### src/hdl/phy_regs_pkg.sv
package phy_regs_pkg;

	// ------------------------------------------------------------
	// bus and register geometry
	// ------------------------------------------------------------
	localparam int ADDR_W = 12;
	localparam int DATA_W = 32;
	localparam int REG_W = 16;
	// register indices; the byte address is four times the index
	localparam logic [9:0] IDX_RESET_CTRL = 10'h01F;
	localparam logic [9:0] IDX_TEST = 10'h027;
	localparam logic [9:0] IDX_PHASE = 10'h042;
	// field positions
	localparam int RST_FULL_BIT = 15;
	localparam int RST_RESTART_BIT = 14;
	localparam int TEST_MSB_BIT = 5;
	localparam int TEST_FAMILY_BIT = 4;
	localparam int PHASE_EN_BIT = 4;
	// reset values
	localparam logic [5:0] TEST_RST = 6'h00;
	localparam logic [3:0] PHASE_RST = 4'h0;

	// ------------------------------------------------------------
	// timing
	// ------------------------------------------------------------
	localparam int CLOCK_MHZ = 250;
	localparam int RESET_PULSE_NS = 100;
	localparam int RESTART_PULSE_NS = 100;
	localparam int PHASE_STEP_NS = 4;
	localparam int RESET_CYCLES = (RESET_PULSE_NS * CLOCK_MHZ + 999) / 1000;
	localparam int RESTART_CYCLES = (RESTART_PULSE_NS * CLOCK_MHZ + 999) / 1000;
	localparam int STEP_CYCLES = (PHASE_STEP_NS * CLOCK_MHZ + 999) / 1000;
	localparam logic [7:0] RESET_CNT = 8'(RESET_CYCLES - 1);
	localparam logic [7:0] RESTART_CNT = 8'(RESTART_CYCLES - 1);
	localparam logic [3:0] STEP_WAIT = 4'(STEP_CYCLES - 1);
	localparam logic [3:0] PHASE_MAX = 4'hA;

	// ------------------------------------------------------------
	// types
	// ------------------------------------------------------------
	typedef enum logic [2:0] {
		ST_IDLE = 3'h1,
		ST_FULL = 3'h2,
		ST_RESTART = 3'h4
	} ctrl_state_type;

	typedef enum logic [3:0] {
		TP_NLP = 4'h0, TP_PULSE1 = 4'h1, TP_PULSE0 = 4'h2, TP_REP1 = 4'h3,
		TP_REP0 = 4'h4, TP_PREAMBLE = 4'h5, TP_ONE_IDLE = 4'h6, TP_ZERO_IDLE = 4'h7,
		TP_REP1001 = 4'h8, TP_RANDOM = 4'h9, TP_IDLE_00 = 4'hA, TP_IDLE_01 = 4'hB,
		TP_IDLE_11 = 4'hC, TP_RSV_D = 4'hD, TP_RSV_E = 4'hE, TP_RSV_F = 4'hF
	} tp10_pattern_type;

	typedef struct packed {
		logic rst;
		logic test;
		logic phase;
	} reg_hit_type;

	typedef struct packed {
		logic en_10bt;
		tp10_pattern_type pattern;
		logic en_100tx;
		logic [4:0] zeros;
	} test_cfg_type;

	typedef struct packed {
		ctrl_state_type state;
		logic [7:0] cnt;
		logic [5:0] test;
		logic [3:0] phase;
		logic apply;
		logic [DATA_W-1:0] rdata;
		logic ready;
		logic slverr;
		logic phy_reset;
		logic phy_restart;
		test_cfg_type tcfg;
	} regs_state_type;

	typedef struct packed {
		logic busy;
		logic [3:0] target;
		logic [3:0] phase;
		logic [3:0] wait_cnt;
		logic step;
		logic up;
	} stepper_state_type;

	// ------------------------------------------------------------
	// functions
	// ------------------------------------------------------------
	function automatic reg_hit_type decode(input logic [ADDR_W-1:0] a);
		reg_hit_type h;
		h.rst = (a == {IDX_RESET_CTRL, 2'b00});
		h.test = (a == {IDX_TEST, 2'b00});
		h.phase = (a == {IDX_PHASE, 2'b00});
		return h;
	endfunction : decode

	// values above the limit fold back by one period
	function automatic logic [3:0] mod10_wrap(input logic [3:0] v);
		return (v > PHASE_MAX) ? 4'(v - PHASE_MAX) : v;
	endfunction : mod10_wrap

	function automatic test_cfg_type test_decode(input logic [5:0] t);
		test_cfg_type c;
		c.en_10bt = t[TEST_FAMILY_BIT] && (t[3:0] <= TP_IDLE_11);
		c.pattern = tp10_pattern_type'(t[3:0]);
		c.en_100tx = !t[TEST_FAMILY_BIT] && ({t[TEST_MSB_BIT], t[3:0]} != 5'h00);
		c.zeros = {t[TEST_MSB_BIT], t[3:0]};
		return c;
	endfunction : test_decode

endpackage : phy_regs_pkg

### src/hdl/tx_phase_stepper.sv
`timescale 1ns/1ns
`default_nettype none

module tx_phase_stepper
	import phy_regs_pkg::*;
(
	// clock and reset
	input wire logic clock_i,
	input wire logic nrst_i,
	// control
	input wire logic clear_i,
	input wire logic apply_i,
	input wire logic [3:0] target_i,
	// clock generator side
	output logic busy_o,
	output logic [3:0] phase_o,
	output logic step_o,
	output logic up_o
);

	// ------------------------------------------------------------
	// state
	// ------------------------------------------------------------
	stepper_state_type s;
	stepper_state_type next_s;

	// one step of one unit per step period, so the generator only jumps when clear_i sets the phase to zero
	always_comb begin
		next_s = s;
		next_s.step = 1'b0;
		if (s.busy) begin
			if (s.wait_cnt != 4'h0) begin
				next_s.wait_cnt = 4'(s.wait_cnt - 4'h1);
			end else if (s.phase != s.target) begin
				next_s.step = 1'b1;
				next_s.up = (s.target > s.phase);
				next_s.phase = next_s.up ? 4'(s.phase + 4'h1) : 4'(s.phase - 4'h1);
				next_s.wait_cnt = STEP_WAIT;
			end else begin
				next_s.busy = 1'b0;
			end
		end
		// a new request retargets even mid-walk
		if (apply_i) begin
			next_s.target = target_i;
			next_s.busy = 1'b1;
		end
		// full reset puts the clock back to its default phase
		if (clear_i) begin
			next_s = '0;
		end
	end

	always_ff @(posedge clock_i) begin
		if (!nrst_i) begin
			s <= '0;
		end else begin
			s <= next_s;
		end
	end

	// outputs straight from the state
	assign busy_o = s.busy;
	assign phase_o = s.phase;
	assign step_o = s.step;
	assign up_o = s.up;

endmodule : tx_phase_stepper

`default_nettype wire

### src/hdl/phy_reset_test_clkphase_regs.sv
// Operation
// - writing reset bit 15 resets the whole PHY like the pin, then clears; a write while a restart runs is ignored
// - writing restart bit 14 resets PHY circuitry, keeps registers, then clears
// - reserved bits of the three registers ignore writes and read zero
// - test bit 4 high picks 10Base-T patterns, low picks 100Base-TX
// - in 10Base-T mode bits 3:0 pick one of thirteen patterns
// - 100Base-TX mode sends a one then N zeros, N from 1 to 31
// - bit 5 is the zero count msb, valid only while bit 4 is low
// - selector zero clears the test setup and stops the pattern
// - transmit clock keeps a fixed, adjustable phase to the reference clock
// - phase value counts 4 ns steps, valid range 0 to 10
// - phase values above 10 are stored and applied modulo 10
// - enable bit 4 applies the phase; without it phase stays unchanged
// - bits 3:0 hold phase; change moves clock four ns per unit difference
//
// The APB register port was chosen for this implementation.
`timescale 1ns/1ns
`default_nettype none

module phy_reset_test_clkphase_regs
	import phy_regs_pkg::*;
(
	// clock and reset
	input wire logic CLOCK_I,
	input wire logic NRST_I,
	// apb slave
	input wire logic [ADDR_W-1:0] PADDR_I,
	input wire logic PSEL_I,
	input wire logic PENABLE_I,
	input wire logic PWRITE_I,
	input wire logic [DATA_W-1:0] PWDATA_I,
	output logic [DATA_W-1:0] PRDATA_O,
	output logic PREADY_O,
	output logic PSLVERR_O,
	// phy core reset tree
	output logic PHY_RESET_O,
	output logic PHY_RESTART_O,
	// transmit pattern path
	output test_cfg_type TEST_CFG_O,
	// transmit clock generator
	output logic [3:0] TXCLK_PHASE_O,
	output logic TXCLK_STEP_O,
	output logic TXCLK_STEP_UP_O
);

	// ------------------------------------------------------------
	// state and decode
	// ------------------------------------------------------------
	regs_state_type st;
	regs_state_type next_st;
	reg_hit_type hit;
	logic commit;
	logic wr_rst;
	logic wr_test;
	logic wr_phase;
	logic in_full;
	logic ps_busy;
	logic [REG_W-1:0] rd_word;
	logic [4:0] wsel100;
	logic [3:0] wval;

	// register byte addresses are four times the index:
	// reset control 0x07C, compliance test 0x09C, phase shift 0x108
	// a bad address still gets an answer, with pslverr, so the bus never hangs
	// address compare is shared by read and write paths
	assign hit = decode(PADDR_I);
	// a write lands only at the edge that samples pready high
	assign commit = PSEL_I && PENABLE_I && st.ready && PWRITE_I && !st.slverr;
	assign wr_rst = commit && hit.rst;
	assign wr_test = commit && hit.test;
	assign wr_phase = commit && hit.phase;
	assign in_full = (st.state == ST_FULL);
	assign wsel100 = {PWDATA_I[TEST_MSB_BIT], PWDATA_I[3:0]};
	assign wval = PWDATA_I[3:0];

	// ------------------------------------------------------------
	// read mux
	// ------------------------------------------------------------
	// busy bits read one until the action is over, so software can poll
	always_comb begin
		rd_word = '0;
		if (hit.rst) begin
			rd_word[RST_FULL_BIT] = in_full;
			rd_word[RST_RESTART_BIT] = (st.state == ST_RESTART);
		end else if (hit.test) begin
			rd_word[5:0] = st.test;
		end else if (hit.phase) begin
			rd_word[PHASE_EN_BIT] = st.apply || ps_busy;
			rd_word[3:0] = st.phase;
		end
	end

	// ------------------------------------------------------------
	// next state
	// ------------------------------------------------------------
	always_comb begin
		next_st = st;
		next_st.apply = 1'b0;
		// one wait state: pready rises in the second access cycle
		next_st.ready = PSEL_I && PENABLE_I && !st.ready;
		next_st.slverr = next_st.ready && (hit == '0);
		if (next_st.ready) begin
			next_st.rdata = {16'h0000, rd_word};
		end
		// a device in full reset takes no register writes
		if (wr_test && !in_full) begin
			// no zeroing enforced
			// software clears first; a direct change simply takes the new value
			next_st.test = PWDATA_I[5:0];
		end
		if (wr_phase && !in_full) begin
			next_st.phase = mod10_wrap(wval);
			next_st.apply = PWDATA_I[PHASE_EN_BIT];
		end
		case (st.state)
			ST_IDLE: begin
				if (wr_rst && PWDATA_I[RST_FULL_BIT]) begin
					next_st.state = ST_FULL;
					next_st.cnt = RESET_CNT;
					next_st.phy_reset = 1'b1;
				end else if (wr_rst && PWDATA_I[RST_RESTART_BIT]) begin
					next_st.state = ST_RESTART;
					next_st.cnt = RESTART_CNT;
					next_st.phy_restart = 1'b1;
				end
			end
			ST_FULL: begin
				if (st.cnt == 8'h00) begin
					next_st.state = ST_IDLE;
					next_st.phy_reset = 1'b0;
					next_st.test = TEST_RST;
					next_st.phase = PHASE_RST;
					next_st.apply = 1'b0;
				end else begin
					next_st.cnt = 8'(st.cnt - 8'h01);
				end
			end
			ST_RESTART: begin
				if (st.cnt == 8'h00) begin
					next_st.state = ST_IDLE;
					next_st.phy_restart = 1'b0;
				end else begin
					next_st.cnt = 8'(st.cnt - 8'h01);
				end
			end
			default: begin
				next_st.state = ST_IDLE;
				next_st.phy_reset = 1'b0;
				next_st.phy_restart = 1'b0;
			end
		endcase
		// the decoded setup is registered with the stored bits, so the
		// pattern path never sees a half-written value
		// family select
		next_st.tcfg = test_decode(next_st.test);
	end

	// the bus handshake survives a soft full reset so the write completes
	always_ff @(posedge CLOCK_I) begin
		if (!NRST_I) begin
			st <= '0;
			st.state <= ST_IDLE;
		end else begin
			st <= next_st;
		end
	end

	// ------------------------------------------------------------
	// transmit clock phase stepper
	// ------------------------------------------------------------
	// limitation: a ten-step walk keeps the apply bit busy for about a
	// dozen cycles; software polls rather than waiting a fixed time
	// fixed adjustable phase
	tx_phase_stepper stepper (
		.clock_i(CLOCK_I),
		.nrst_i(NRST_I),
		.clear_i(st.phy_reset),
		.apply_i(st.apply),
		.target_i(st.phase),
		.busy_o(ps_busy),
		.phase_o(TXCLK_PHASE_O),
		.step_o(TXCLK_STEP_O),
		.up_o(TXCLK_STEP_UP_O)
	);

	// outputs straight from the state
	assign PRDATA_O = st.rdata;
	assign PREADY_O = st.ready;
	assign PSLVERR_O = st.slverr;
	assign PHY_RESET_O = st.phy_reset;
	assign PHY_RESTART_O = st.phy_restart;
	assign TEST_CFG_O = st.tcfg;

	// ------------------------------------------------------------
	// assertions
	// ------------------------------------------------------------
	localparam int RST_LEN = RESET_CYCLES;
	localparam int RSTR_LEN = RESTART_CYCLES;
endmodule : phy_reset_test_clkphase_regs

`default_nettype wire

### config.mk
export PLATFORM = sky130hd
export DESIGN_NAME = phy_reset_test_clkphase_regs
export DESIGN_NICKNAME = d
export VERILOG_FILES = /design/src/hdl/phy_regs_pkg.sv /design/src/hdl/tx_phase_stepper.sv /design/src/hdl/phy_reset_test_clkphase_regs.sv
export SDC_FILE = /design/constraint.sdc
export NUM_CORES = 1
export LEC_CHECK = 0
export ABC_AREA = 1
export BUFFER_PORTS_ARGS = -buffer_cell sky130_fd_sc_hd__buf_2
export CAP_MARGIN = 25
export CELL_PAD_IN_SITES_DETAIL_PLACEMENT = 1
export CELL_PAD_IN_SITES_GLOBAL_PLACEMENT = 1
export CORE_MARGIN = 4
export CORE_UTILIZATION = 37
export CTS_BUF_LIST = sky130_fd_sc_hd__clkbuf_4
export CTS_CLUSTER_SIZE = 12
export DETAILED_ROUTE_END_ITERATION = 7
export GPL_TIMING_DRIVEN = 0
export PLACE_DENSITY_LB_ADDON = 0.1
export SLEW_MARGIN = 20
export SYNTH_ARGS = -nofsm -noshare
export SYNTH_HDL_FRONTEND = slang
export SYNTH_SLANG_ARGS = --single-unit
### constraint.sdc
create_clock -name CLOCK_I -period 2.9 [get_ports CLOCK_I]
set_input_delay 0.29 -clock CLOCK_I [delete_from_list [all_inputs] [get_ports CLOCK_I]]
set_output_delay 0.29 -clock CLOCK_I [all_outputs]
set_load 0.03 [all_outputs]
; ---- Word-level counts from Yosys, hierarchy flattened
; Cells that the tools add are included.
[totals]
out_inout_bits = 53
reg_bits = 60
[op_classes]
mux = 29
n_lt_le_gt_ge = 3
n_eq_ne = 15
n_reduce_logical = 35
bitwise_logic = 5
add_sub_neg = 5
[op_table]
columns = op, n
row1 = 11-bit two-way mux, 4
row2 = 5-bit two-way mux, 4
row3 = 6-bit two-way mux, 3
row4 = 8-bit case mux with 2 select lines, 1
row5 = 1-bit logical AND, 15
row6 = 12-bit by 7-bit equality test with 1-bit output (second input constant), 1
row7 = 12-bit by 8-bit equality test with 1-bit output (second input constant), 1
row8 = 12-bit by 9-bit equality test with 1-bit output (second input constant), 1
row9 = 4-bit two-way mux, 3
row10 = 3-bit AND reduction, 3
row11 = 8-bit zero test, 1
row12 = 1-bit two-way mux, 8
row13 = 8-bit two-way mux, 1
row14 = 2-bit inequality test (second input constant), 4
row15 = 4-bit by 1-bit subtractor with 4-bit output (second input constant), 2
row16 = 8-bit by 1-bit subtractor with 8-bit output (second input constant), 1
row17 = 2-bit by 1-bit inequality test with 1-bit output (second input constant), 3
row18 = 1-bit case mux with 3 select lines, 2
row19 = 3-bit case mux with 2 select lines, 1
row20 = 1-bit inverter, 5
row21 = 5-bit nonzero test, 1
row22 = 4-bit by 1-bit adder with 4-bit output (second input constant), 1
row23 = 4-bit > comparator, 1
row24 = 4-bit > comparator (second input constant), 1
row25 = 18 further kinds, 24

; ---- Depth between registers and ports, before layout
; Gate-level depths: netlist (run 1).
[depth]
depth_word = 11
ltp_mapped = 16
depth_no_buf = 16

; ---- By module
; From an unflattened synthesis (run 1), not the netlist that was laid out.
[unflattened]
cells_unflattened = 447
area_unflattened_um2 = 3190.6
[by_module_without_submodules]
columns = module, area_each_um2, cells_each, seq_area_each_um2, n_inst
row1 = phy_reset_test_clkphase_regs, 2333.5, 338, 720.7, 1
row2 = tx_phase_stepper, 857.1, 109, 300.3, 1

; ---- Least setup slack after synthesis (run 1)
; Ideal clock, no wire load.
[synth_timing]
path_kind = register -> register
start = register stepper.s, in the netlist stepper.phase_o[1]
end = register stepper.s, in the netlist stepper.phase_o[3]
path_stages_with_launch = 16
setup_slack_ns = 0.713
required_ns = 2.787
synth_period_minus_slack_ns = 2.187
t_arrival_ns = 2.074
setup_time_ns = 0.113
cell_sequence = dfxtp_1 -> inv_1 -> ha_1 -> inv_1 -> o21bai_1 -> a21oi_1 -> nor2_1 -> inv_1 -> ha_1 -> a21o_1 -> a21oi_1 -> nor2_1 -> nor2_1 -> nand2_1 -> nand2_1 -> nor2_1
[synth_via]
elab_chain_len = 2
[synth_lines]
columns = element, line_no
row1 = start: declaration, tx_phase_stepper.sv:24  ; stepper_state_type s;
row2 = start signal: assignment, tx_phase_stepper.sv:58  ; s <= next_s;
row3 = 4-bit by 1-bit subtractor with 4-bit output (tied with other cells), tx_phase_stepper.sv:37  ; next_s.phase = next_s.up ? 4'(s.phase + 4'h1) : 4'(s.phase - 4'h1);
row4 = 4-bit two-way mux or 3-bit AND reduction (tied branches), -
; Several ways; a longest one is shown, not always the timed one.
; A chain may end at the register's enable or synchronous reset.

; ---- Worst setup path in the final report (run 1)
; Same ends and word-level chain as after synthesis.

==> summary.txt, run 1 <==
Route
  – Starting DRT DRC Count: 65
  – DR WL/cell: about 13 um
  – Vias: around 2.9k
  – Post-route ant nets: 0
  – Drt via density: 4.69
  – DR pass1 iterations: 4
  – Post-route DRC: 0
  – Final wirelength: 7.87 mm

Setup path
  – Critical path fanouts, max: 4
  – Crit end category: flip-flop
  – Largest stage delay on the critical path: ~0.44 ns
  – CP arrival: approximately 2.8 ns
  – Crit-path most repeated cell: nor2_1
  – Critical path data required time: between 3 and 4 ns
  – CP Buf/Inv Count: 3
  – Worst path slowest cell: dfxtp_1
  – Worst setup SP type: flip-flop
  – CP Cell Sequence: inv_1 -> ha_1 -> inv_1 -> o21bai_1 -> a21oi_1 -> nor2_1 -> inv_1 -> ha_1 -> a21o_1 -> a21oi_1 -> nor2_1 -> nor2_1 -> nand2_1 -> nand2_1 -> nor2_1
  – Crit Path Class: flip-flop to flip-flop
  – Cell family with most CP delay: adder cells

Power and ir drop
  – Leak: roughly 1.9 nW
  – Maximum vdd drop: 0.000215 V
  – Power per cell area: about 370 nW/um^2

Logic synthesis
  – FF+latch count, synth: 51
  – Most numerous cell in the Yosys netlist: nand2_1
  – Distinct cells, synth: 39
  – Yosys top cell area share: roughly 33%
  – Sequential area share after synthesis: ~33%
  – Top post-synthesis cells by count: 76 x nand2_1, 51 x dfxtp_1, 48 x inv_1, 47 x buf_4, 40 x nor2_1
  – Area contributors post-synth: dfxtp_1 33%, buf_4 11%, nand2_1 9.1%
  – Mapped Avg Cell Area: a little over 7 sq um
  – Cells after Synth: 436
  – Synth Flop Type: dfxtp_1
  – EDFF count, synth: 0
  – Mapped Area: about 3100 sq um
  – Synth Warn #: 0
  – Async set or reset register ratio after synthesis: 0%
  – Cell taking the most area after synthesis: dfxtp_1

Run status
  – Status: completed

Cells and area
  – ANT cells: 0
  – Layout net count: a little under 600
  – Area grow syn2layout: 17.9%
  – Non-Filler Instances: 624
  – Layout cells sized above 1: 28.3%
  – Fin area: approximately 3700 sq um

Job
  – Number of max-cap violations: 0

Clocking
  – CTS tree: built
  – Post-CTS resize count: 0
  – Worst-Skew Late Latency: ~0.38 ns
  – Sink Count: 51
  – Clock slew seen by the registers of the worst setup and hold paths: approximately 0.16 ns
  – Root buf cell: clkbuf_4
  – Post-CTS setup buffers: 0
  – H-Tree Level Count: 2
  – CTS buffer count: 5
  – # hold bufs at CTS: 0
  – Clock Path Buffers: 2

Place
  – Cell total after placement: about 600
  – Area of placed instances: around 3600 sq um
  – Post-DP HPWL: 6.47 mm
  – GP Congestion: 0.840
  – I/O Buffers: 53
  – Post-place setup slack: ~0.44 ns

Floorplanning
  – IO Pins: about 100
  – CORE AREA: 8220 sq um
  – Initial Util: 38.0%
  – Height of the die: ~100 um
  – Full die area: ~10000 sq um
  – Die width: 99.9 um
  – Row count: 33

STA
  – Max-slew violations: 0
  – Minimum clock period: ~2.5 ns
  – Rel. slew slack: between 50% and 60%
  – Final setup violation count: 0
  – Worst hold slack: roughly 0.16 ns
  – Unrepaired setup endpoints after global routing: false
  – Fmax: 407 MHz
  – Final WS setup: about 0.44 ns
  – Clock Skew: 0.0127 ns
  – Hold Fails Final Rpt: 0
  – Setup TNS: 0 ns
  – Period utilization: a little over four fifths
  – Worst Tran Pin Value: approximately 0.64 ns

Hold path
  – Worst Hold Class: input port to flip-flop

Global routing
  – Largest net degree at the start of global routing: 16
  – Initial antenna violation count: 0
  – GR Overflow Total: 0
  – GRT Resource Usage Total: 16.3%
  – First-pass GRT wire length: approximately 13 mm
  – Number of global-route vias before repair: a little under 3k
sequential cells by signal, indices dropped and copies added (netlist names):
register	flops
PHY_RESET_O	1
PHY_RESTART_O	1
PRDATA_O	8
PREADY_O	1
PSLVERR_O	1
TEST_CFG_O	2
st	22
stepper.busy_o	1
stepper.phase_o	4
stepper.s	8
stepper.step_o	1
stepper.up_o	1
worst register-to-register path, stage by stage (launching register included):
cell and delay [ns]:
dfxtp_1 0.44, inv_1 0.10, ha_1 0.30, inv_1 0.05, o21bai_1 0.13, a21oi_1 0.10, nor2_1 0.16, inv_1 0.11
ha_1 0.28, a21o_1 0.18, a21oi_1 0.17, nor2_1 0.07, nor2_1 0.14, nand2_1 0.07, nand2_1 0.06, nor2_1 0.04
cell type report:
class	count	area [sq um]
clock inverters	2	37.5
inverters	57	228
well taps	105	131
plain buffers	52	379
fillers	1123	4530
clock buffers	5	37.5
multi-input cells	299	1580
flip-flops and latches	51	1020
repair buffers	53	265
layer usage:
layer,vias to the layer above,share of wire [%],track usage (%)
li1,1498,-,-
met1,1368,45,21.0
met2,55,50,28.6
met3,7,4.4,3.06
met4,0,0.65,3.15
met5,-,0,0
worst paths after layout:
check	start	endpoint	slack (ns)	cells after the start
setup / recovery	stepper.phase_o[1]	stepper.phase_o[3]	0.44	15
hold / removal	NRST_I	st[66]	0.16	2
setup reg to reg	stepper.phase_o[1]	stepper.phase_o[3]	0.44	15
hold reg to reg	PHY_RESTART_O	PHY_RESTART_O	0.47	2
cell usage in the layout, fill, tap and decap left out, types with 2 or more instances in the layout:
cell type and instances:
nand2_1 76, buf_2 53, dfxtp_1 51, inv_1 48
buf_4 47, nor2_1 40, a21oi_1 37, nand3_1 36
conb_1 24, o21ai_0 18, ha_1 9, inv_2 7
nand4_1 7, nand2_2 6, nor2_2 6, nor3_1 5
clkbuf_4 5, xor2_1 4, clkbuf_1 4, or2_2 4
nor2_4 3, a21o_1 2, a211oi_1 2, nor3_2 2
nand4_2 2, nand3_4 2, nand3_2 2, nor4_1 2
power breakdown:
group / switching [mW] / internal, mW
logic: 0.157 / 0.0781
clock network: 0.243 / 0.177
registers: 0.00838 / 0.710
logic make-up after synthesis:
kind of cell	count (synthesis)	synth area share (%)
AOI/OAI and AO/OA	63	10.7
xor gates and xnor gates	5	1.40
adders and majority gates	10	4.25
buffers and inverters	109	19.4
DFF	51	32.7
other	1	0.120
and+or+nand+nor	197	31.4
per-stage QoR:
| stage | power (mW) | utilization (%) |
|---|---|---|
| floorplan | 0.907 | - |
| global placement | 0.963 | 43.9 |
| detailed placement | 0.968 | 43.9 |
| CTS | 1.39 | 44.8 |
| global route | 1.44 | 44.8 |
| finish | 1.37 | 44.8 |
(Power assumes the default switching activity.)
==> inputs of run 2 (changes only) <==
- clock period: 2.9 -> 2.42 ns (I/O delays scaled with it)
==> run 2 against run 1 <==
  * Non-clock buffer count up 4
  * Routed wire length increased by 1.1%
  * Fmax increased by 9.7%
  * Sequential cell count unchanged
  * Count of clock-buffer cells in the layout is the same
  * Critical endpoint is now stepper.phase_o[2]
  * Highest routed layer unchanged
==> summary.txt, run 2 (synthesis gave the netlist of run 1 again) <==
Floorplanning
  – CORE AREA: between 8000 and 9000 sq um
  – Full die area: 9980 sq um
  – Row count: 33
  – Height of the die: around 100 um
  – Initial Util: 38.0%
  – Die width: roughly 100 um
  – IO Pins: 102

Setup path
  – CP arrival: roughly 2.5 ns
  – Critical path depth: 12
  – FF-to-FF End: stepper.phase_o[2]
  – Largest stage delay on the critical path: between 0.3 and 0.4 ns
  – Crit-path most repeated cell: inv_2
  – Worst Reg-to-Reg Cells: 12
  – Worst setup SP type: flip-flop
  – Critical path data required time: between 2 and 3 ns
  – Worst R2R Setup Slack: 0.18 ns
  – CP Buf/Inv Count: 4
  – Worst path slowest cell: dfxtp_4
  – Crit Path Class: flip-flop to flip-flop
  – Crit end category: flip-flop
  – Cell family with most CP delay: adder cells
  – Worst R2R Start: stepper.phase_o[1]
  – CP Cell Sequence: inv_2 -> ha_4 -> inv_1 -> o21bai_1 -> a21oi_2 -> nor2_2 -> inv_2 -> buf_4 -> fa_1 -> xor2_1 -> o21ai_0 -> a21oi_1
  – Critical path fanouts, max: 3

Global routing
  – GR Overflow Total: 0
  – Largest net degree at the start of global routing: 16
  – Initial antenna violation count: 0
  – First-pass GRT wire length: between 10 and 15 mm
  – Number of global-route vias before repair: 2924
  – GRT Resource Usage Total: 16.3%

Place
  – I/O Buffers: 53
  – GP Congestion: about 0.84
  – Post-DP HPWL: about 6.5 mm
  – Area of placed instances: between 3000 and 4000 sq um
  – Cell total after placement: just over 600

Hold path
  – Min-delay src: NRST_I
  – Hold Crit Depth: 2
  – Min-Delay Endpoint: st[66]
  – Worst Hold Class: input port to flip-flop

Clocking
  – Clock slew seen by the registers of the worst setup and hold paths: ~0.16 ns
  – CTS buffer count: 5
  – Clock Path Buffers: 2
  – # hold bufs at CTS: 0
  – H-Tree Level Count: 2
  – CTS tree: built
  – Root buf cell: clkbuf_4
  – Worst-Skew Late Latency: around 0.4 ns
  – Sink Count: 51

Power and ir drop
  – Power per cell area: ~440 nW/um^2
  – Leak: around 1.9 nW
  – Maximum vdd drop: between 0.0002 and 0.0003 V
  – Total power draw: 1.65 mW

Route
  – DR WL/cell: 12.7 um
  – DR pass1 iterations: 4
  – Final wirelength: between 7 and 8 mm
  – Drt via density: between 4 and 5
  – Post-route DRC: 0
  – Starting DRT DRC Count: 67
  – Post-route ant nets: 0
  – Vias: around 3k

Cells and area
  – Non-Filler Instances: between 600 and 700
  – Largest Register: st
  – Layout net count: 582
  – Layout cells sized above 1: approximately 31%
  – Max reg flops: 22
  – Fillers: 1121
  – Most frequent cells in the layout: 76 x nand2_1, 53 x buf_2, 51 x buf_4
  – Leading cell type in the layout, fill and taps excluded: nand2_1
  – Area grow syn2layout: 20.5%
  – Fin area: 3770 sq um
  – ANT cells: 0

STA
  – Period utilization: 92.5%
  – Final setup violation count: 0
  – Worst Tran Pin Value: ~0.64 ns
  – Fmax: 447 MHz
  – Max-slew violations: 0
  – Hold Fails Final Rpt: 0
  – Minimum clock period: 2.24 ns
  – Rel. slew slack: a little under three fifths
  – Clock Skew: around 0.017 ns

Job
  – Number of max-cap violations: 0

Run status
  – Status: completed
-- run 2: cell count changes in the layout (fill, tap and decap cells not counted), sizes merged --
| cell | before | now |
|---|---|---|
| buf | 101 | 105 |
-- run 2: where the power goes --
| group | internal, mW | leakage [nW] | switching (mW) |
|---|---|---|---|
| clock network | 0.212 | 0.0373 | 0.295 |
| logic | 0.0936 | 1.44 | 0.188 |
| registers | 0.849 | 0.413 | 0.0100 |
| total | 1.16 | 1.89 | 0.494 |
-- run 2: worst max-delay path by stage --
stage                                   from            endpoint  slack (ns)
after global placement    stepper.phase_o[1]  stepper.phase_o[3]        0.03
after CTS                 stepper.phase_o[1]  stepper.phase_o[3]        0.01
after floorplan           stepper.phase_o[1]  stepper.phase_o[3]        0.23
after global routing      stepper.phase_o[1]  stepper.phase_o[3]      -0.001
after detailed placement  stepper.phase_o[1]  stepper.phase_o[3]       -0.04
final                     stepper.phase_o[1]  stepper.phase_o[2]        0.18
-- run 2: layer usage --
metal  vias up  wire length [um]  track usage, %
met5         -                 0               0
met4         0                51            3.15
met3         7               320            3.06
met2        50              3980            28.6
met1      1380              3600            21.0
li1       1507                 -               -
-- run 2: cell type report --
type / count / area [sq um] / area share [%]
Tap cell: 105 / 131 / 3.49
Timing Repair Buffer: 57 / 295 / 7.84
Sequential cell: 51 / 1030 / 27.3
Inverter: 57 / 228 / 6.05
Clock buffer: 5 / 37.5 / 0.997
Buffer: 52 / 379 / 10.1
Multi-Input combinational cell: 299 / 1630 / 43.3
Clock inverter: 2 / 37.5 / 0.997
-- run 2: timing repair --
item | 4_1_cts | 5_1_grt
gates resized for setup | 1 | 11
endpoints found under the setup margin | 1 | 1
buffers inserted | 0 | 4
gates cloned | 0 | 0
pin swaps | 0 | 9
-- run 2: metrics by stage --
stage / utilization [%] / worst slack (ns) / setup TNS (ns) / hold WS [ns]
global route: 45.8 / -0.00128 / -0.00128 / 0.101
finish: 45.8 / 0.181 / 0 / 0.113
detailed placement: 43.9 / -0.0384 / -0.0384 / 0.457
floorplan: - / 0.233 / 0 / 0.329
global placement: 43.9 / 0.0306 / 0 / 0.436
CTS: 44.8 / 0.0113 / 0 / 0.0949
